### config.mk
export PLATFORM = sky130hd
export DESIGN_NAME = reset_clock_control_unit
export DESIGN_NICKNAME = d
export VERILOG_FILES = /design/src/verilog/rcc_pkg.sv /design/src/verilog/reset_clock_control_unit.sv /design/src/verilog/clock_pow2_divider.sv
export VERILOG_INCLUDE_DIRS = /design/src /design/src/verilog
export SDC_FILE = /design/constraint.sdc
export NUM_CORES = 1
export LEC_CHECK = 0
export BUFFER_PORTS_ARGS = -buffer_cell sky130_fd_sc_hd__buf_2
export CAP_MARGIN = 20
export CELL_PAD_IN_SITES_DETAIL_PLACEMENT = 1
export CELL_PAD_IN_SITES_GLOBAL_PLACEMENT = 2
export CORE_MARGIN = 1
export CORE_UTILIZATION = 31
export DETAILED_ROUTE_END_ITERATION = 10
export GPL_ROUTABILITY_DRIVEN = 1
export PLACE_DENSITY = 0.76
export SYNTH_ARGS = -nofsm -noshare
export SYNTH_HDL_FRONTEND = slang
export SYNTH_HIERARCHICAL = 1
export SYNTH_SLANG_ARGS = --single-unit
### constraint.sdc
create_clock -name core_clk -period 3.45 [get_ports core_clk]
set_input_delay 0.345 -clock core_clk [delete_from_list [all_inputs] [get_ports core_clk]]
set_output_delay 0.345 -clock core_clk [all_outputs]
set_load 0.01 [all_outputs]
### src/verilog/rcc_params.svh
`ifndef RCC_PARAMS_SVH
`define RCC_PARAMS_SVH

// register byte offsets
`define OFF_PLL_CLOCK_SETTINGS      12'h000
`define OFF_CLOCK_SOURCE_CONTROL    12'h004
`define OFF_CLOCK_DIVIDER_CONFIG    12'h008
`define OFF_FIRST_BUS_MODULE_RESET  12'h010
`define OFF_SECOND_BUS_MODULE_RESET 12'h014
`define OFF_AHB_MODULE_RESET        12'h018
`define OFF_FIRST_BUS_CLOCK_GATE    12'h020
`define OFF_SECOND_BUS_CLOCK_GATE   12'h024
`define OFF_AHB_CLOCK_GATE          12'h028
`define OFF_FIRST_BUS_LOWPOWER_GATE 12'h030

// register file indices
`define IDX_PLL      4'h0
`define IDX_SRC      4'h1
`define IDX_DIV      4'h2
`define IDX_RST0     4'h3
`define IDX_RST1     4'h4
`define IDX_RSTH     4'h5
`define IDX_GATE0    4'h6
`define IDX_GATE1    4'h7
`define IDX_GATEH    4'h8
`define IDX_LPGATE0  4'h9
`define REG_COUNT    10

// writable bit masks
`define MASK_PLL     32'h1F03_7F01
`define MASK_SRC     32'h0000_0333
`define MASK_DIV     32'h7F00_3FF0
`define MASK_RST0    32'h1B11_4350
`define MASK_RST1    32'h0031_1050
`define MASK_RSTH    32'h0000_1404
`define MASK_GATE0   32'h1F11_5350
`define MASK_GATE1   32'h0231_1050
`define MASK_GATEH   32'h0000_9405
`define MASK_LPGATE0 32'h1F11_5350

// reset values
`define RST_PLL      32'h0300_0F00
`define RST_SRC      32'h0000_0033
`define RST_DIV      32'h0000_0000
`define RST_RST      32'h0000_0000
`define RST_GATE0    32'h0400_0000
`define RST_GATE1    32'h0000_0000
`define RST_GATEH    32'h0000_0001
`define RST_LPGATE0  32'h0400_0000

// field positions
`define PLL_PREDIV_HI   28
`define PLL_PREDIV_LO   24
`define PLL_POSTDIV_HI  17
`define PLL_POSTDIV_LO  16
`define PLL_MUL_HI      14
`define PLL_MUL_LO      8
`define PLL_REF_BIT     0
`define USB_SEL_HI      9
`define USB_SEL_LO      8
`define SYS_SEL_HI      5
`define SYS_SEL_LO      4
`define SECOND_BUS_BIT  1
`define FIRST_BUS_BIT   0
`define MCO_PRES_HI     30
`define MCO_PRES_LO     28
`define MCO_SEL_HI      27
`define MCO_SEL_LO      24
`define FIRST_PRES_HI   13
`define FIRST_PRES_LO   11
`define SECOND_PRES_HI  10
`define SECOND_PRES_LO  8
`define AHB_PRES_HI     7
`define AHB_PRES_LO     4
`define RTC_RESET_BIT   27

// prescaler limits
`define BUS_PRES_MAX    3'h4
`define MCO_PRES_MAX    3'h4
`define AHB_PRES_MAX    4'h9

`endif

### src/verilog/rcc_pkg.sv
package rcc_pkg;

	typedef enum logic [1:0] {
		SYS_FAST_INTERNAL  = 2'b00,
		SYS_EXTERNAL       = 2'b01,
		SYS_PLL            = 2'b10,
		SYS_MULTISPEED     = 2'b11
	} sys_src_type;

	typedef enum logic [3:0] {
		MCO_OFF            = 4'b0000,
		MCO_SYSTEM         = 4'b0001,
		MCO_FAST_INTERNAL  = 4'b0010,
		MCO_MULTISPEED     = 4'b0011,
		MCO_EXTERNAL       = 4'b0100,
		MCO_PLL            = 4'b0101,
		MCO_SLOW_INTERNAL  = 4'b0110,
		MCO_SLOW_EXTERNAL  = 4'b0111,
		MCO_USB_INTERNAL   = 4'b1000
	} mco_src_type;

	typedef struct packed {
		logic [9:0][31:0] regs;
		logic             wr_pend;
		logic [3:0]       wr_idx;
		logic [31:0]      hrdata;
		logic             hclk_tick;
		logic             first_bus_tick;
		logic             second_bus_tick;
		logic [3:0]       mco_act;
		logic             mco_src_q;
		logic             mco_pin;
		logic [31:0]      first_bus_module_rst;
		logic [31:0]      second_bus_module_rst;
		logic [31:0]      ahb_module_rst;
		logic             rtc_rst;
		logic [31:0]      first_bus_run_gate;
	} state_type;

endpackage

### src/verilog/reset_clock_control_unit.sv
`timescale 1ns/100ps
`include "rcc_params.svh"
module reset_clock_control_unit
	import rcc_pkg::*;
(
	input  wire logic        core_clk,          // system clock, 200 MHz
	input  wire logic        rst_b,             // sync reset, active low
	input  wire logic        hsel,              // slave select
	input  wire logic [11:0] haddr,             // byte address in window
	input  wire logic [1:0]  htrans,            // transfer type
	input  wire logic        hwrite,            // write transfer
	input  wire logic [2:0]  hsize,             // transfer size
	input  wire logic        hready,            // bus ready in
	input  wire logic [31:0] hwdata,            // write data
	output logic      [31:0] hrdata,            // read data
	output logic             hreadyout,         // slave ready
	output logic             hresp,             // error response
	input  wire logic        fast_internal_osc, // sampled osc level
	input  wire logic        multispeed_internal_osc, // sampled osc level
	input  wire logic        external_osc,      // sampled osc level
	input  wire logic        pll_clk,           // sampled PLL level
	input  wire logic        slow_internal_osc, // sampled osc level
	input  wire logic        slow_external_osc, // sampled osc level
	input  wire logic        usb_internal_osc,  // sampled osc level
	input  wire logic        low_power_mode,    // low-power mode active
	input  wire logic        low_power_wake,    // wake from stop/standby
	output logic      [4:0]  pll_prediv,        // PLL pre-divider
	output logic      [1:0]  pll_postdiv,       // PLL output divider
	output logic      [6:0]  pll_mul,           // PLL feedback multiplier
	output logic             pll_ref_sel,       // 1 external reference
	output logic      [1:0]  usb_clk_sel,       // USB clock source
	output logic      [1:0]  system_clock_sel,  // system clock source
	output logic             hclk_tick,         // AHB clock enable tick
	output logic             first_bus_tick,    // first bus clock tick
	output logic             second_bus_tick,   // second bus clock tick
	output logic             mco_pin,           // clock output pin
	output logic      [31:0] first_bus_module_rst,  // module resets
	output logic      [31:0] second_bus_module_rst, // module resets
	output logic      [31:0] ahb_module_rst,    // module resets
	output logic             rtc_rst,           // RTC reset
	output logic      [31:0] first_bus_run_gate, // effective gates
	output logic      [31:0] second_bus_clock_gate, // module gates
	output logic      [31:0] ahb_clock_gate     // module gates
);
	localparam logic [9:0][31:0] WR_MASK = {
		`MASK_LPGATE0, `MASK_GATEH, `MASK_GATE1, `MASK_GATE0, `MASK_RSTH,
		`MASK_RST1, `MASK_RST0, `MASK_DIV, `MASK_SRC, `MASK_PLL};
	localparam logic [9:0][31:0] RST_VAL = {
		`RST_LPGATE0, `RST_GATEH, `RST_GATE1, `RST_GATE0, `RST_RST,
		`RST_RST, `RST_RST, `RST_DIV, `RST_SRC, `RST_PLL};

	state_type   cur;
	state_type   next_cur;
	logic        addr_ok;
	logic [3:0]  addr_idx;
	logic        take;
	logic [3:0]  ahb_sel;
	logic [3:0]  first_sel;
	logic [3:0]  second_sel;
	logic [3:0]  mco_div_sel;
	logic        ahb_tick_c;
	logic        first_tick_c;
	logic        second_tick_c;
	logic        mco_tick_c;
	logic        mco_src_lvl;
	logic [2:0]  mco_pres;
	logic [31:0] div_word;
	logic [31:0] src_word;

	// byte offset to register index
	always_comb
	begin
		addr_ok  = 1'b1;
		addr_idx = 4'h0;
		unique case (haddr)
			`OFF_PLL_CLOCK_SETTINGS:      addr_idx = `IDX_PLL;
			`OFF_CLOCK_SOURCE_CONTROL:    addr_idx = `IDX_SRC;
			`OFF_CLOCK_DIVIDER_CONFIG:    addr_idx = `IDX_DIV;
			`OFF_FIRST_BUS_MODULE_RESET:  addr_idx = `IDX_RST0;
			`OFF_SECOND_BUS_MODULE_RESET: addr_idx = `IDX_RST1;
			`OFF_AHB_MODULE_RESET:        addr_idx = `IDX_RSTH;
			`OFF_FIRST_BUS_CLOCK_GATE:    addr_idx = `IDX_GATE0;
			`OFF_SECOND_BUS_CLOCK_GATE:   addr_idx = `IDX_GATE1;
			`OFF_AHB_CLOCK_GATE:          addr_idx = `IDX_GATEH;
			`OFF_FIRST_BUS_LOWPOWER_GATE: addr_idx = `IDX_LPGATE0;
			default:                      addr_ok  = 1'b0;
		endcase
	end

	assign take     = hsel & hready & htrans[1];
	assign div_word = cur.regs[`IDX_DIV];
	assign src_word = cur.regs[`IDX_SRC];

	// out-of-range prescaler codes saturate at the largest division
	always_comb
	begin
		ahb_sel = div_word[`AHB_PRES_HI:`AHB_PRES_LO];
		if (ahb_sel > `AHB_PRES_MAX)
			ahb_sel = `AHB_PRES_MAX;
		first_sel = {1'b0, div_word[`FIRST_PRES_HI:`FIRST_PRES_LO]};
		if (first_sel > {1'b0, `BUS_PRES_MAX})
			first_sel = {1'b0, `BUS_PRES_MAX};
		second_sel = {1'b0, div_word[`SECOND_PRES_HI:`SECOND_PRES_LO]};
		if (second_sel > {1'b0, `BUS_PRES_MAX})
			second_sel = {1'b0, `BUS_PRES_MAX};
		mco_pres = div_word[`MCO_PRES_HI:`MCO_PRES_LO];
		if (mco_pres > `MCO_PRES_MAX)
			mco_pres = `MCO_PRES_MAX;
		// the toggling output already halves, so count one step less
		mco_div_sel = (mco_pres == 3'h0) ? 4'h0 : {1'b0, mco_pres - 3'h1};
	end

	// clock output source mux on the active selection
	always_comb
	begin
		mco_src_lvl = 1'b0;
		unique case (cur.mco_act)
			MCO_OFF:           mco_src_lvl = 1'b0;
			MCO_SYSTEM:        mco_src_lvl = ~cur.mco_src_q;
			MCO_FAST_INTERNAL: mco_src_lvl = fast_internal_osc;
			MCO_MULTISPEED:    mco_src_lvl = multispeed_internal_osc;
			MCO_EXTERNAL:      mco_src_lvl = external_osc;
			MCO_PLL:           mco_src_lvl = pll_clk;
			MCO_SLOW_INTERNAL: mco_src_lvl = slow_internal_osc;
			MCO_SLOW_EXTERNAL: mco_src_lvl = slow_external_osc;
			MCO_USB_INTERNAL:  mco_src_lvl = usb_internal_osc;
			default:           mco_src_lvl = 1'b0;
		endcase
	end

	clock_pow2_divider ahb_div (
		.core_clk (core_clk),
		.rst_b    (rst_b),
		.tick_in  (1'b1),
		.div_sel  (ahb_sel),
		.tick_out (ahb_tick_c)
	);

	clock_pow2_divider first_div (
		.core_clk (core_clk),
		.rst_b    (rst_b),
		.tick_in  (ahb_tick_c),
		.div_sel  (first_sel),
		.tick_out (first_tick_c)
	);

	clock_pow2_divider second_div (
		.core_clk (core_clk),
		.rst_b    (rst_b),
		.tick_in  (ahb_tick_c),
		.div_sel  (second_sel),
		.tick_out (second_tick_c)
	);

	clock_pow2_divider mco_div (
		.core_clk (core_clk),
		.rst_b    (rst_b),
		.tick_in  (mco_src_lvl & ~cur.mco_src_q),
		.div_sel  (mco_div_sel),
		.tick_out (mco_tick_c)
	);

	always_comb
	begin
		next_cur = cur;

		// bus: address phase then data phase write
		next_cur.wr_pend = take & hwrite & addr_ok;
		next_cur.wr_idx  = addr_idx;
		if (take & ~hwrite)
			next_cur.hrdata = addr_ok ? cur.regs[addr_idx] : 32'h0000_0000;
		if (cur.wr_pend)
			next_cur.regs[cur.wr_idx] =
				hwdata & WR_MASK[cur.wr_idx];

		// wake returns the system clock to multispeed
		if (low_power_wake)
			next_cur.regs[`IDX_SRC][`SYS_SEL_HI:`SYS_SEL_LO] = SYS_MULTISPEED;

		// bus ticks; first and second each held back by its gate bit, hclk_tick not gated
		next_cur.hclk_tick       = ahb_tick_c;
		next_cur.first_bus_tick  = first_tick_c &
			src_word[`FIRST_BUS_BIT];
		next_cur.second_bus_tick = second_tick_c &
			src_word[`SECOND_BUS_BIT];

		// clock output: selector changes only while the pin is low
		next_cur.mco_src_q = (cur.mco_act == MCO_SYSTEM) ?
			~cur.mco_src_q : mco_src_lvl;
		if (!cur.mco_pin)
			next_cur.mco_act = div_word[`MCO_SEL_HI:`MCO_SEL_LO];
		if (cur.mco_act == MCO_OFF)
			next_cur.mco_pin = 1'b0;
		else if (mco_pres == 3'h0)
			next_cur.mco_pin = mco_src_lvl;
		else if (mco_tick_c)
			next_cur.mco_pin = ~cur.mco_pin;

		// module resets follow their bits while set
		next_cur.first_bus_module_rst  = cur.regs[`IDX_RST0];
		next_cur.first_bus_module_rst[`RTC_RESET_BIT] = 1'b0;
		next_cur.second_bus_module_rst = cur.regs[`IDX_RST1];
		next_cur.ahb_module_rst        = cur.regs[`IDX_RSTH];
		next_cur.rtc_rst = cur.regs[`IDX_RST0][`RTC_RESET_BIT];

		// low-power mode keeps only first-bus modules with a low-power enable
		next_cur.first_bus_run_gate = cur.regs[`IDX_GATE0] &
			(low_power_mode ? cur.regs[`IDX_LPGATE0] : 32'hFFFF_FFFF);
	end

	always_ff @(posedge core_clk)
	begin
		if (!rst_b)
		begin
			cur                       <= '0;
			cur.regs                  <= RST_VAL;
			cur.first_bus_module_rst  <= 32'hFFFF_FFFF;
			cur.second_bus_module_rst <= 32'hFFFF_FFFF;
			cur.ahb_module_rst        <= 32'hFFFF_FFFF;
			cur.first_bus_run_gate    <= `RST_GATE0;
		end
		else
			cur <= next_cur;
	end

	// the RTC reset flop ignores the global reset
	logic rtc_rst_q;
	always_ff @(posedge core_clk)
	begin
		rtc_rst_q <= cur.rtc_rst;
	end

	assign hrdata                = cur.hrdata;
	assign hreadyout             = 1'b1;
	assign hresp                 = 1'b0;
	assign pll_prediv  = cur.regs[`IDX_PLL][`PLL_PREDIV_HI:`PLL_PREDIV_LO];
	assign pll_postdiv = cur.regs[`IDX_PLL][`PLL_POSTDIV_HI:`PLL_POSTDIV_LO];
	assign pll_mul     = cur.regs[`IDX_PLL][`PLL_MUL_HI:`PLL_MUL_LO];
	assign pll_ref_sel = cur.regs[`IDX_PLL][`PLL_REF_BIT];
	assign usb_clk_sel = src_word[`USB_SEL_HI:`USB_SEL_LO];
	assign system_clock_sel      = src_word[`SYS_SEL_HI:`SYS_SEL_LO];
	assign hclk_tick             = cur.hclk_tick;
	assign first_bus_tick        = cur.first_bus_tick;
	assign second_bus_tick       = cur.second_bus_tick;
	assign mco_pin               = cur.mco_pin;
	assign first_bus_module_rst  = cur.first_bus_module_rst;
	assign second_bus_module_rst = cur.second_bus_module_rst;
	assign ahb_module_rst        = cur.ahb_module_rst;
	assign rtc_rst               = rtc_rst_q;
	assign first_bus_run_gate    = cur.first_bus_run_gate;
	assign second_bus_clock_gate = cur.regs[`IDX_GATE1];
	assign ahb_clock_gate        = cur.regs[`IDX_GATEH];
endmodule // reset_clock_control_unit

### src/verilog/clock_pow2_divider.sv
`timescale 1ns/100ps
// divides a tick stream by 2**div_sel; a new ratio takes effect only at
// the end of a whole output period, so no short period is ever produced
module clock_pow2_divider
	import rcc_pkg::*;
(
	input  wire logic       core_clk, // system clock
	input  wire logic       rst_b,    // sync reset, active low
	input  wire logic       tick_in,  // source tick
	input  wire logic [3:0] div_sel,  // log2 of division
	output logic            tick_out  // divided tick
);
	logic [8:0] cnt;
	logic [3:0] sel_act;
	logic [8:0] mask;
	logic       last;

	assign mask = 9'((10'h001 << sel_act) - 10'h001);
	assign last = (cnt & mask) == mask;
	assign tick_out = tick_in & last;

	always_ff @(posedge core_clk)
	begin
		if (!rst_b)
		begin
			cnt     <= 9'h000;
			sel_act <= 4'h0;
		end
		else if (tick_in)
		begin
			if (last)
			begin
				cnt     <= 9'h000;
				sel_act <= div_sel;
			end
			else
				cnt <= cnt + 9'h001;
		end
	end
endmodule // clock_pow2_divider

Yosys cells after proc, flatten, opt, wreduce, memory -nomap -nowiden:

Memories as Yosys holds them, arrays and structs flattened. A register that Yosys moved wholly into a read port is not among the register bits.
Index checks and enable logic that the tools add are counted.

* word-level logic and storage cells: 134
* bits in registers: 548
* input port bits: 63
* output and inout port bits: 250
* memories kept: 1
* ROM bits: 512

Memories
* (name not given): depth 16, width 32, rd ports 1, clocked after Yosys merged registers in 1, wr ports 0, RTL line reset_clock_control_unit.sv:174 `hwdata & WR_MASK[cur.wr_idx];`

* bitwise gates (word level): 21
* mux-type cells: 24
* reductions and logical operators: 12
* shift-type cells: 4
* magnitude comparators: 7
* equal/unequal tests: 21
* add/sub/neg operators: 9

Operators with widths (count)
* $bwmux 320: 1
* $mux 32: 5
* $bmux 32 s4: 1
* $demux 32 s4: 1
* $mux 125: 1
* $and 32x32->32: 2
* $eq 12x6->1 const B: 4
* $add 9x1->9 const B: 4
* $and 9x9->9: 4
* $eq 12x5->1 const B: 3
* $eq 9x9->1: 4
* $pmux 4 s9: 1
* $shl 1x4->9 const A: 4
* $sub 9x1->9 const B: 4
* $mux 9: 3
* $eq 4x3->1 const B: 4
* $eq 12x3->1 const B: 1
* $eq 12x4->1 const B: 1
* $logic_not 12->1: 1
* $mux 3: 4
* $and 1x1->1: 11
* $lt 4x5->1 const B: 2
* $reduce_or 10->1: 1
* $gt 3x3->1 const B: 3
* 16 further kinds: 28

Longest topological paths before layout:

Gate-level depths: netlist (run 1).

* word-level depth: 7
* depth in mapped cells: 16
* mapped depth without buffers: 12

Modules after synthesis:

Netlist (run 1), hierarchy kept.

By module, submodules not included
* reset_clock_control_unit: instances 1, cells each 2190, sequential area each 8548.2 um2, area each 18436.4 um2
* clock_pow2_divider: instances 4, cells each 101, sequential area each 260.2 um2, area each 895.9 um2

Least setup slack after synthesis (run 1):

OpenSTA, ideal clock, no wires.

* path kind: register -> register
* start: register ahb_div.sel_act[3]
* end: register first_div.sel_act[0]
* data arrival time: 3.192 ns
* slack: 0.186 ns
* buffers on the path: 5
* clock period less this slack: 3.264 ns
* required time: 3.378 ns
* library setup time: 0.072 ns
* cell stages (with the launch flop): 14
* path through: dfxtp_1 -> buf_2 -> or4b_2 -> ha_1 -> buf_6 -> a311oi_1 -> o211ai_1 -> nor4_4 -> buf_6 -> buf_2 -> o211ai_1 -> nor4_4 -> buf_6 -> mux2i_1

* longest elaborated chain between the ends: 5

Ends and longest elaborated chain
* start, declared: RTL line clock_pow2_divider.sv:14 `logic [3:0] sel_act;`
* start signal, assigned: RTL line clock_pow2_divider.sv:34 `sel_act <= div_sel;`
* $shl 1x4->9 *: RTL line clock_pow2_divider.sv:18 `assign mask = 9'((10'h001 << sel_act) - 10'h001);`
* $sub 9x1->9 *: RTL line clock_pow2_divider.sv:18
* $and 9x9->9: RTL line clock_pow2_divider.sv:19 `assign last = (cnt & mask) == mask;`
* $eq 9x9->1 *: RTL line clock_pow2_divider.sv:19
* net ahb_tick_c: RTL line reset_clock_control_unit.sv:61 `logic ahb_tick_c;`
* $reduce_and 2->1 (no line) *
* end signal, assigned: RTL line clock_pow2_divider.sv:34
* end, declared: RTL line clock_pow2_divider.sv:14

Mark *: on every way through the listed nets, which the timed path passes. The rest lies on a longest branch.
A chain may end at the register's enable or synchronous reset.

Final worst setup path (run 1):

* start: register ahb_div.sel_act[3]
* end: register first_div.cnt[8]

* longest elaborated chain between the ends: 4

Ends and longest elaborated chain
* $shl 1x4->9 *: RTL line clock_pow2_divider.sv:18
* $sub 9x1->9 *: RTL line clock_pow2_divider.sv:18
* $and 9x9->9: RTL line clock_pow2_divider.sv:19
* $eq 9x9->1 *: RTL line clock_pow2_divider.sv:19
* net ahb_tick_c: RTL line reset_clock_control_unit.sv:61
* end signal, assigned: RTL line clock_pow2_divider.sv:37 `cnt <= cnt + 9'h001;`
* end, declared: RTL line clock_pow2_divider.sv:13 `logic [8:0] cnt;`

Marked as above.

==> results.txt, run 1 <==
The highest-utilization routing layer at the global route stage is met2. The data arrival time of the critical path came out at 3840 ps. The placed instance count is 3462.

The compound-cell area share of the yosys netlist came to 0.155. The die covers 0.0721 mm2. The post-synthesis mux area share came out at 0.0489. The measured slew at the worst slew-check pin came out at 1070 ps. The area of combinational cells with multiple inputs came out at 0.00969 mm2. The floorplan has 97 rows. The class of the tightest hold or removal check is input pin to register. The via count of the first global-routing pass is 18100.

The global-route usage over all layers is 0.220. The final number of max-transition violations came out at 0. The total negative slack for setup checks came out at 0 ps. The share of layout cells above drive strength 1 is 0.186. On the critical path the largest part of the delay comes from simple AND/OR/NAND/NOR gates.

The total overflow reported by the global router came out at 0. The proportion of synthesized chip area in sequential cells is 0.435. For this run, global-route usage on met1 was measured as 0.292. The final count of hold timing violations is 0. The worst setup path is launched from a register.

The first TritonRoute pass finished after 5 iterations. The overall die width is 269 um. After detailed routing, the number of remaining DRC violations is 0. In the final design database the tool counted 2663 nets.

The largest family of logic cells by synthesized area is simple AND/OR/NAND/NOR gates. The count of pins on the block boundary is 313. After technology mapping, the gate count stands at 2594.

The floorplan die height is 269 um. Summed over all cells, the static leakage comes to 10.6 nW. The core region is 0.0701 mm2.

The total power of the final layout came out at 0.0129 W. The run finished with clean final reports. Walking the worst path, the cells encountered are or4b_2 -> ha_2 -> or4_1 -> a211o_1 -> o221ai_2 -> nor4_4 -> buf_4 -> buf_12 -> buf_12 -> o211ai_1 -> nor4_4 -> buf_6 -> buf_4 -> nor3b_2. The DRC violation total after the first TritonRoute iteration came out at 1033. Registers take 0.00959 mm2. Wires add up to 80400 um.

The area growth from synthesis to layout came out at 11.0%. TritonCTS built the clock tree. The mean area per synthesized cell came out at 8.49 um2. The synthesized netlist contains 70 unique library cells. Yosys mapped a number of flops with a built-in enable equal to 0. The critical path contains buffers and inverters numbering 5 combined. The maximum achievable frequency is 303 MHz.

The deepest level of the CTS H-tree is 2. Counting every sink on the clock net gives 479. Of the total synthesized cell area, the portion taken by full adders, half adders and majority gates is 0.00682.

Once detail routing completed, the nets flagged for antenna violations numbered 0. The worst-path maximum fanout is 9. Across the routed clock network, the largest skew measured is 30.7 ps. The delay of the slowest cell on the worst path came out at 680 ps. Measured on the finished design, the core utilization comes to 0.348. The power density over cell area came out at 528 mW/mm2. Counting flops and latches in the post-synthesis netlist gives 479.

The clock network latency to the later pin of the worst-skew pair is 640 ps. The count of inserted antenna diode cells is 0. The warning count from the yosys run came out at 6. The total half-perimeter wirelength after legalization and detailed placement came out at 56700 um.

At the worst endpoint, the required time is 3990 ps. The capturing element type of the critical path is a register. The worst supply voltage drop on vdd is 375 uV. The first global-routing pass estimated 118000 um of wire. Leaving out fill and tap cells, the most frequent cell in the layout is nor2_1. The count of buffers added on input and output ports is 276. Among all flip-flop cells after synthesis, the most frequent one is dfxtp_1.

The worst slew margin relative to its limit came out at 0.283. Max-cap violations in this run came to 0. The maximum buffer depth of the clock tree came out at 3. The number of fill cells in the layout came out at 8295. The setup slack of the worst register-to-register path is 150 ps. Counting the buffers created by CTS gives 55. For this run, global-route usage on met3 was measured as 0.0373.

The part of the cycle the worst path needs is 0.956. The placer's final routability congestion estimate is 0.841. The effective utilization at floorplan came out at 0.314. In the layout the commonest cells are nor2_1 (539), dfxtp_1 (479), a21oi_1 (299). For the finished layout, the period the worst path requires is 3300 ps.

The critical path is of the register to register type. The final cell count without fillers came out at 3568. The total number of vias came out at 18100. Of the total synthesized cell area, the portion taken by XOR and XNOR cells is 0.0131. The slowest stage of the critical path belongs to the cell or4b_2. The pin count of the biggest net entering global routing is 115.

After clock tree synthesis, the clock-pin slew on the worst setup and hold paths is 60 ps. In this run the cell area of the synthesized design comes to 0.0220 mm2. The initial antenna violation count came to 4. In the final routed layout, each cell accounts on average for 22.5 um. The share of synthesized flip-flops with an asynchronous set or reset is 0.

The post-detailed-route via-to-cell ratio is 5.06. The met2 capacity usage during global routing is 0.355. Setup repair after global routing left no endpoint under its margin. The setup-violating endpoint count in the final report came out at 0.

In this run the clock root is driven by a clkbuf_16. The post-synthesis simple-gate area fraction came out at 0.210.
==> layout make-up <==
| cell class | count | share of cell area |
|---|---|---|
| tap | 940 | 0.0481 |
| multi-input combinational | 1671 | 0.396 |
| timing repair buffer | 333 | 0.0787 |
| clock buffer | 81 | 0.0677 |
| sequential | 479 | 0.392 |
| inverter | 48 | 0.00768 |
| clock inverter | 16 | 0.00911 |
==> power by group <==
part	total [W]	internal, W	switching (W)
logic	0.00120	0.000460	0.000735
clock network	0.00601	0.00354	0.00247
registers	0.00569	0.00562	0.0000736
==> cells in the mapped netlist, types with 18 or more instances <==
cell,instances,share of area
nor2_1,539,0.092
xnor2_1,20,0.0080
clkbuf_1,123,0.021
o311a_1,25,0.011
buf_2,33,0.0075
dfxtp_1,479,0.44
buf_4,246,0.084
o211ai_1,18,0.0061
o22ai_1,28,0.0080
a221o_1,25,0.011
nand2_1,157,0.027
buf_6,20,0.010
o21ai_1,21,0.0048
nor3b_2,24,0.014
a221oi_1,22,0.0088
a21oi_1,299,0.068
o211a_1,25,0.011
nand2b_1,87,0.025
inv_1,46,0.0078
mux2_1,24,0.012
mux2i_1,75,0.034
o21ai_0,23,0.0052
==> registers in the layout, summed over array words and instances (netlist names), 2 cells and up, named ones only <==
| name | count |
|---|---|
| ahb_clock_gate | 26 |
| first_bus_run_gate | 26 |
| hrdata | 26 |
| second_div/sel_act | 4 |
| second_bus_clock_gate | 26 |
| first_div/cnt | 9 |
| ahb_module_rst | 26 |
| second_bus_module_rst | 26 |
| first_div/sel_act | 4 |
| mco_div/cnt | 9 |
| src_word | 26 |
| pll_prediv | 5 |
| ahb_div/cnt | 9 |
| div_word | 26 |
| first_bus_module_rst | 27 |
| pll_postdiv | 2 |
| cur | 152 |
| second_div/cnt | 9 |
| pll_mul | 7 |
| ahb_div/sel_act | 4 |
| mco_div/sel_act | 4 |
==> path summary, 6_finish.rpt <==
kind | start | cells past startpoint | endpoint
max | ahb_div/sel_act[3] | 14 | first_div/cnt[8]
min | hwrite | 2 | cur[174]
max reg2reg | ahb_div/sel_act[3] | 14 | first_div/cnt[8]
min reg2reg | cur[32] | 0 | rtc_rst
==> logic make-up (layout without fill, tap and decap cells) <==
group                    after synthesis  after routing
AND/OR/NAND/NOR                      962            962
AO/OA/AOI/OAI                        531            531
flip-flops                           479            479
buffers and inverters                473            478
multiplexers                         103            103
XOR/XNOR                              32             32
adder cells (fa/ha/maj)               12             12
other                                  2             31
==> per-stage QoR <==
step,worst slack (ps),hold slack [ps],instance area (um2)
2_1_floorplan,186,310,22100
3_3_place_gp,122,315,22400
3_5_place_dp,-44.7,333,22400
4_1_cts,31.3,45.6,24400
5_1_grt,10.8,47.6,24400
6_report,152,64.2,24400
==> metal layers <==
| metal | vias up | part of all wire |
|---|---|---|
| met5 | - | 0.00029 |
| met4 | 4 | 0.033 |
| met3 | 121 | 0.055 |
| met2 | 495 | 0.46 |
| met1 | 8935 | 0.45 |
| li1 | 8509 | - |
==> what timing repair did <==
item	4_1_cts	5_1_grt
hold buffers	2	0
hold endpoints to repair	3	0
setup buffers	2	3
pin swaps	1	3
resized for setup	0	3
endpoints found under the setup margin	3	18
(Power assumes the default switching activity.)
==> inputs of run 2 (changes only) <==
--- a/config.mk
+++ b/config.mk
@@ -6,7 +6,7 @@
 export SDC_FILE = /design/constraint.sdc
 export NUM_CORES = 1
 export LEC_CHECK = 0
-export BUFFER_PORTS_ARGS = -buffer_cell sky130_fd_sc_hd__buf_2
+export BUFFER_PORTS_ARGS = -buffer_cell sky130_fd_sc_hd__clkbuf_2
 export CAP_MARGIN = 20
 export CELL_PAD_IN_SITES_DETAIL_PLACEMENT = 1
 export CELL_PAD_IN_SITES_GLOBAL_PLACEMENT = 2
==> results.txt, run 2 (same netlist as run 1, synthesis figures left out) <==
The flow ran to the end, and the final reports show no timing, DRC or antenna violations. The total overflow reported by the global router came out at 0. On the final layout, the worst hold slack is 96.8 ps.

The placer's final routability congestion estimate is 0.844. The number of max-cap violations came out at 0. Leaving out fill and tap cells, the most frequent cells in the layout are nor2_1 (539), dfxtp_1 (479), a21oi_1 (299). In this run the critical register-to-register path is captured at first_div/sel_act[1]. The initial antenna violation count came out at 3. The class of the tightest hold or removal check is input pin to register. Setup repair after global routing left no endpoint under its margin. The area growth from synthesis to layout is 10.9%. The startpoint identified for the worst register-to-register timing path is ahb_div/sel_act[3]. The number of nets still failing antenna checks after routing is 0. The number of detailed-route iterations in the first pass came out at 5. At the end of the flow, the number of nets in the layout was 2659. The number of flip-flops under the largest register name came out at 152.

The data arrival time of the critical path is 3780 ps. Of the cells placed in the final design, the portion with a size suffix greater than 1 is 0.186. The total number of vias is 18200. The final critical delay including setup and external delays came out at 3230 ps.

After clock tree synthesis, the clock-pin slew on the worst setup and hold paths is 60 ps. In this run the count of I/O pins placed on the die edge is 313. The final number of max-transition violations is 0. The final worst clock skew is 25.3 ps.

Fill cells in the final layout number 8330. The final count of hold timing violations is 0. By startpoint and endpoint, the worst setup path is classified as register to register. The measured slew at the worst slew-check pin came out at 972 ps. The worst supply voltage drop on vdd came out at 330 uV. The number of buffers inserted by port buffering is 276.

The via count of the first global-routing pass is 18100. In the global route stage, overall resource usage came out at 0.219. For this design the ratio of total power to cell area is 530 mW/mm2. For this design the static power due to leakage is 10.5 nW. The clock net in this run drives a total of 479 sinks.

The tree is rooted in a clkbuf_16. The capturing element type of the critical path is a register. After detailed placement, the design holds a cell count of 3459. Dividing the final minimum period by the clock period gives 0.937. The deepest level of the CTS H-tree is 2. The pin count of the biggest net entering global routing came out at 128. The DRC violation total after the first TritonRoute iteration is 1105.

The longest clock path from root to sink contains 3 buffers. The overall die width came out at 269 um. The worst slew margin relative to its limit came out at 0.352.

The effective utilization at floorplan came out at 0.314. In the final layout, the registers with the most flip-flops are cur (152), first_bus_module_rst (27). The logic depth of the worst register-to-register path is 10. STA classifies the critical path startpoint as a register.

The floorplan step defined a core boundary enclosing 0.0701 mm2. The most common cell after layout, fill and taps aside is nor2_1. The critical path startpoint is ahb_div/sel_act[3].

Dividing the detail-routed via count by the number of cells gives 5.10. The overall routed net length came out at 80700 um. The setup slack of the worst register-to-register path came out at 220 ps. TritonCTS built the clock tree. After detailed routing, the number of remaining DRC violations is 0. After detailed routing, the average wire length per cell comes to 22.6 um. The global-route wire length before repair is 118000 um. From bottom edge to top edge, the die measures 269 um. The clock network latency to the later pin of the worst-skew pair is 630 ps. Along the worst hold path, the cell count comes to 2. STA puts the critical path data required time at 4000 ps. The startpoint of the most critical hold path is rst_b. The register bank with the most flops is cur. After the flow finishes, the layout carries non-filler instances totaling 3568.

The total half-perimeter wirelength after legalization and detailed placement came out at 56700 um. The initialized floorplan defines 97 standard-cell rows. The number of buffers inserted during clock tree synthesis came out at 55.

The floorplan step defined a die boundary enclosing 0.0721 mm2. The maximum achievable frequency came out at 309 MHz. The setup-violating endpoint count in the final report came out at 0.

The worst-path maximum fanout came out at 11.
-- run 2: cell count changes in the layout (fill, tap and decap cells not counted), moves of 2 or more --
cell,previous run,this run
bufinv_16,3,5
buf_2,275,0
diode_2,0,2
clkbuf_2,0,275
clkbuf_8,18,15
inv_6,0,3
clkbuf_1,8,6
buf_4,46,43
clkinv_2,9,12
-- run 2: worst max-delay path, cell delays in order (launching register included) --
cell	delay, ps
dfxtp_1	310
or4b_2	690
ha_1	330
a311oi_1	350
o211ai_1	210
nor4_4	320
buf_4	190
o211ai_1	130
nor4_4	240
buf_12	190
mux2i_1	210
-- run 2: how the worst max path moves through the flow --
| stage | slack, ps | depth (start not counted) | to |
|---|---|---|---|
| CTS | 220 | 10 | second_div/sel_act[1] |
| global placement | 70 | 10 | first_div/cnt[8] |
| global route | 30 | 10 | first_div/sel_act[1] |
| detailed placement | -0.7 | 9 | first_div/sel_act[1] |
| floorplan | 190 | 13 | first_div/sel_act[0] |
| finish | 220 | 10 | first_div/sel_act[1] |
-- run 2: report_power, final --
part           switching (W)  internal [W]
clock                0.00249       0.00362
sequential         0.0000728       0.00561
combinational       0.000727      0.000426
-- run 2: layout make-up --
cell class                      count  area, um2  area share
Tap cell                          940       1180      0.0481
Timing Repair Buffer              329       1890      0.0774
Clock buffer                       76       1610      0.0657
Sequential cell                   479       9590       0.393
Antenna cell                        2       5.00    0.000205
Inverter                           48        188     0.00768
Clock inverter                     23        290      0.0119
Multi-Input combinational cell   1671       9690       0.396
-- run 2: layer usage --
layer | GRT usage | up-vias | wire length [um]
li1 | - | 8498 | -
met2 | 0.361 | 493 | 37800
met1 | 0.294 | 9097 | 36500
met4 | 0.0732 | 0 | 2500
met5 | 0 | - | 0
met3 | 0.0308 | 110 | 3890
-- run 2: timing repair --
item | in CTS | in global routing
endpoints found under the hold margin | 3 | 0
hold buffers | 2 | 0
resized for setup | 0 | 1
pin swaps | 1 | 0
setup buffers | 4 | 0
setup endpoints to repair | 2 | 3
-- run 2: stage by stage --
stage	worst slack (ps)	util	total power, W	TNS [ps]	area, um2
floorplan	186	-	0.00666	0	22100
CTS	217	0.348	0.0131	0	24400
finish	217	0.348	0.0130	0	24400
global route	25.8	0.348	0.0134	0	24400
global placement	72.9	0.320	0.00694	0	22400
detailed placement	-0.666	0.320	0.00697	-0.666	22400
==> inputs of run 3 (changes only) <==
--- a/config.mk
+++ b/config.mk
@@ -11,10 +11,10 @@
 export CELL_PAD_IN_SITES_DETAIL_PLACEMENT = 1
 export CELL_PAD_IN_SITES_GLOBAL_PLACEMENT = 2
 export CORE_MARGIN = 1
-export CORE_UTILIZATION = 31
+export CORE_UTILIZATION = 37
 export DETAILED_ROUTE_END_ITERATION = 10
 export GPL_ROUTABILITY_DRIVEN = 1
-export PLACE_DENSITY = 0.76
+export PLACE_DENSITY = 0.85
 export SYNTH_ARGS = -nofsm -noshare
 export SYNTH_HDL_FRONTEND = slang
 export SYNTH_HIERARCHICAL = 1
==> constraint.sdc (replaced) <==
create_clock -name core_clk -period 4.2 [get_ports core_clk]
set_input_delay 0.42 -clock core_clk [delete_from_list [all_inputs] [get_ports core_clk]]
set_output_delay 0.42 -clock core_clk [all_outputs]
set_load 0.01 [all_outputs]
==> results.txt, run 3 (same netlist as run 1, synthesis figures left out) <==
The run finished with clean final reports. The global-route wire length before repair came out at 115000 um. The power density over cell area came out at 446 mW/mm2. The number of flip-flops under the largest register name is 152.

The number of fill cells in the layout came out at 6876. Hold repair after CTS inserted 0 buffers. At the end of routability-driven placement, the weighted congestion stood at 0.900. The row count came out at 89.

The post-detailed-route via-to-cell ratio is 5.41. The worst register-to-register path begins at ahb_div/sel_act[0]. Timing would allow up to 278 MHz. The logic depth of the worst register-to-register path came out at 10. The library cells used most frequently in the layout, excluding fill and tap cells, are nor2_1 (539), dfxtp_1 (479), a21oi_1 (299). Leaving out fill and tap cells, the most frequent cell in the layout is nor2_1. Gates resized during post-CTS repair numbered 0. The total number of vias came out at 18200.

The setup-violating endpoint count in the final report is 0. The sink count of the clock tree is 479. The effective utilization at floorplan is 0.374.

The largest registers in the layout are cur (152), first_bus_module_rst (27). The die covers 0.0605 mm2. The worst setup path is captured at a register. The placed instance count came out at 3275.

The worst setup path is launched from a register. The delay of the slowest cell on the worst path is 630 ps. Port buffering added 276 buffers. The global-route usage over all layers came out at 0.252. The final layout contains routed wiring with a total length of 77600 um. The via count of the first global-routing pass came out at 18000. The deepest level of the CTS H-tree came out at 2.

The detail route stage leaves a number of antenna-violating nets equal to 0. Headroom to the max-slew limit came out at 0.256. The measured slew at the worst slew-check pin came out at 1120 ps. The slowest library cell on the worst path is or4b_2. The pin count of the biggest net entering global routing is 115. The path with the worst hold slack has its endpoint at src_word[4]. The DRC violation total after the first TritonRoute iteration came out at 1296. Setup repair after global routing left no endpoint under its margin. The overall die width is 246 um. The final count of hold timing violations is 0. The static power due to leakage came out at 10.4 nW. In this run the worst path has a maximum fanout of 31.

cur holds more flip-flops than any other register. Detailed placement ended at an HPWL of 54000 um. The count of pins on the block boundary is 313. The remaining routing DRC violations came out at 0. The worst setup margin came out at 605 ps. The total overflow reported by the global router came out at 0.

The worst setup path is of the register to register kind. In this run the clock root is driven by a clkbuf_16. The number of buffers inserted during clock tree synthesis came out at 53. The part of the cycle the worst path needs came out at 0.856.

The worst supply voltage drop on vdd is 341 uV. The core region is 0.0589 mm2. Broken down by cell family, the worst path's largest delay share belongs to simple AND/OR/NAND/NOR gates. The clock-pin slew on the worst setup and hold paths is 60 ps. Of the cells placed in the final design, the portion with a size suffix greater than 1 is 0.177. The clock tree from TritonCTS is done. The worst hold slack across all endpoints came out at 44.9 ps. The number of buffer and inverter instances along the worst setup path came out at 2. The number of max-cap violations is 0. The depth of the worst hold-timing path came out at 3. The routed wirelength normalized by instance count is 23.0 um.

The count of inserted antenna diode cells is 0. Traced cell by cell, the critical path runs through or4b_2 -> ha_1 -> a311oi_1 -> o211ai_1 -> nor4_4 -> buf_4 -> o211ai_1 -> nor4_4 -> buf_4 -> and4bb_2. The clock network latency to the later pin of the worst-skew pair is 640 ps. The total setup buffers inserted after CTS is 0. The pre-antenna-repair detailed-routing pass consisted of 5 iterations. The final critical delay including setup and external delays came out at 3590 ps. The class of the tightest hold or removal check is input pin to register. The initial antenna violation count came out at 3. The total negative slack for setup checks is 0 ps. OpenSTA, run right after detailed placement, puts the worst setup slack at 619 ps. The final worst clock skew is 36.4 ps. The data arrival time of the critical path came out at 4090 ps. The final number of max-transition violations is 0.

The worst hold path begins at low_power_wake. Compared with the post-synthesis result, the final layout area differs by 9.09%. The final cell count without fillers is 3372. The maximum buffer depth of the clock tree is 3. The floorplan die height is 246 um. For the worst setup path, the data required time is 4700 ps.

The most critical setup path has its startpoint at ahb_div/sel_act[0]. In this run the critical register-to-register path is captured at first_div/cnt[2]. The setup slack of the worst register-to-register path came out at 610 ps. The count of nets after finishing came out at 2635.
run 3: cell count changes in the layout (fill, tap and decap cells not counted), moves of 2 or more:
cell and delta:
buf_4 -17, clkbuf_8 -6, bufinv_16 +5, buf_12 -4
clkinv_2 -3, clkinvlp_4 +2, diode_2 -2, dlygate4sd3_1 -2
inv_6 -2, nand2_1 +2, nand2_2 -2
run 3: final cells by class:
cell class                      count  area [um2]  area share
Tap cell                          773         967      0.0403
Clock inverter                     25         415      0.0173
Timing Repair Buffer              307        1690      0.0704
Multi-Input combinational cell   1671        9670       0.403
Sequential cell                   479        9590       0.399
Clock buffer                       69        1500      0.0623
Inverter                           48         188     0.00781
run 3: worst max path at each step:
stage,endpoint,slack [ps],cells after the start
6_report,first_div/cnt[2],610,10
5_1_grt,first_div/cnt[2],360,10
4_1_cts,first_div/cnt[2],610,10
3_5_place_dp,first_div/cnt[2],620,10
3_3_place_gp,first_div/cnt[2],700,10
2_1_floorplan,first_div/sel_act[0],940,13
run 3: power by group:
group          internal [W]  leakage, nW  switching, W
combinational      0.000310         5.54      0.000594
clock               0.00312        0.934       0.00202
sequential          0.00461         3.89     0.0000598
run 3: tightest hold or removal path: cells and delay by family:
family / cells / cell delay, ps
AOI/OAI and AO/OA: 1 / 80
and+or+nand+nor: 1 / 40
buffers and inverters: 1 / 80
run 3: routing by layer:
metal | vias to the layer above | GRT usage | share of wire
met5 | - | 0 | 0.00024
met4 | 2 | 0.0992 | 0.039
met3 | 123 | 0.0417 | 0.057
met2 | 535 | 0.412 | 0.47
met1 | 9135 | 0.329 | 0.43
li1 | 8444 | - | -
run 3: metrics by stage:
step / utilization / power (W) / area (um2)
finish: 0.408 / 0.0107 / 24000
global route: 0.408 / 0.0111 / 24000
CTS: 0.407 / 0.0108 / 24000
detailed placement: 0.374 / 0.00567 / 22000
global placement: 0.374 / 0.00564 / 22000
floorplan: - / 0.00547 / 22100
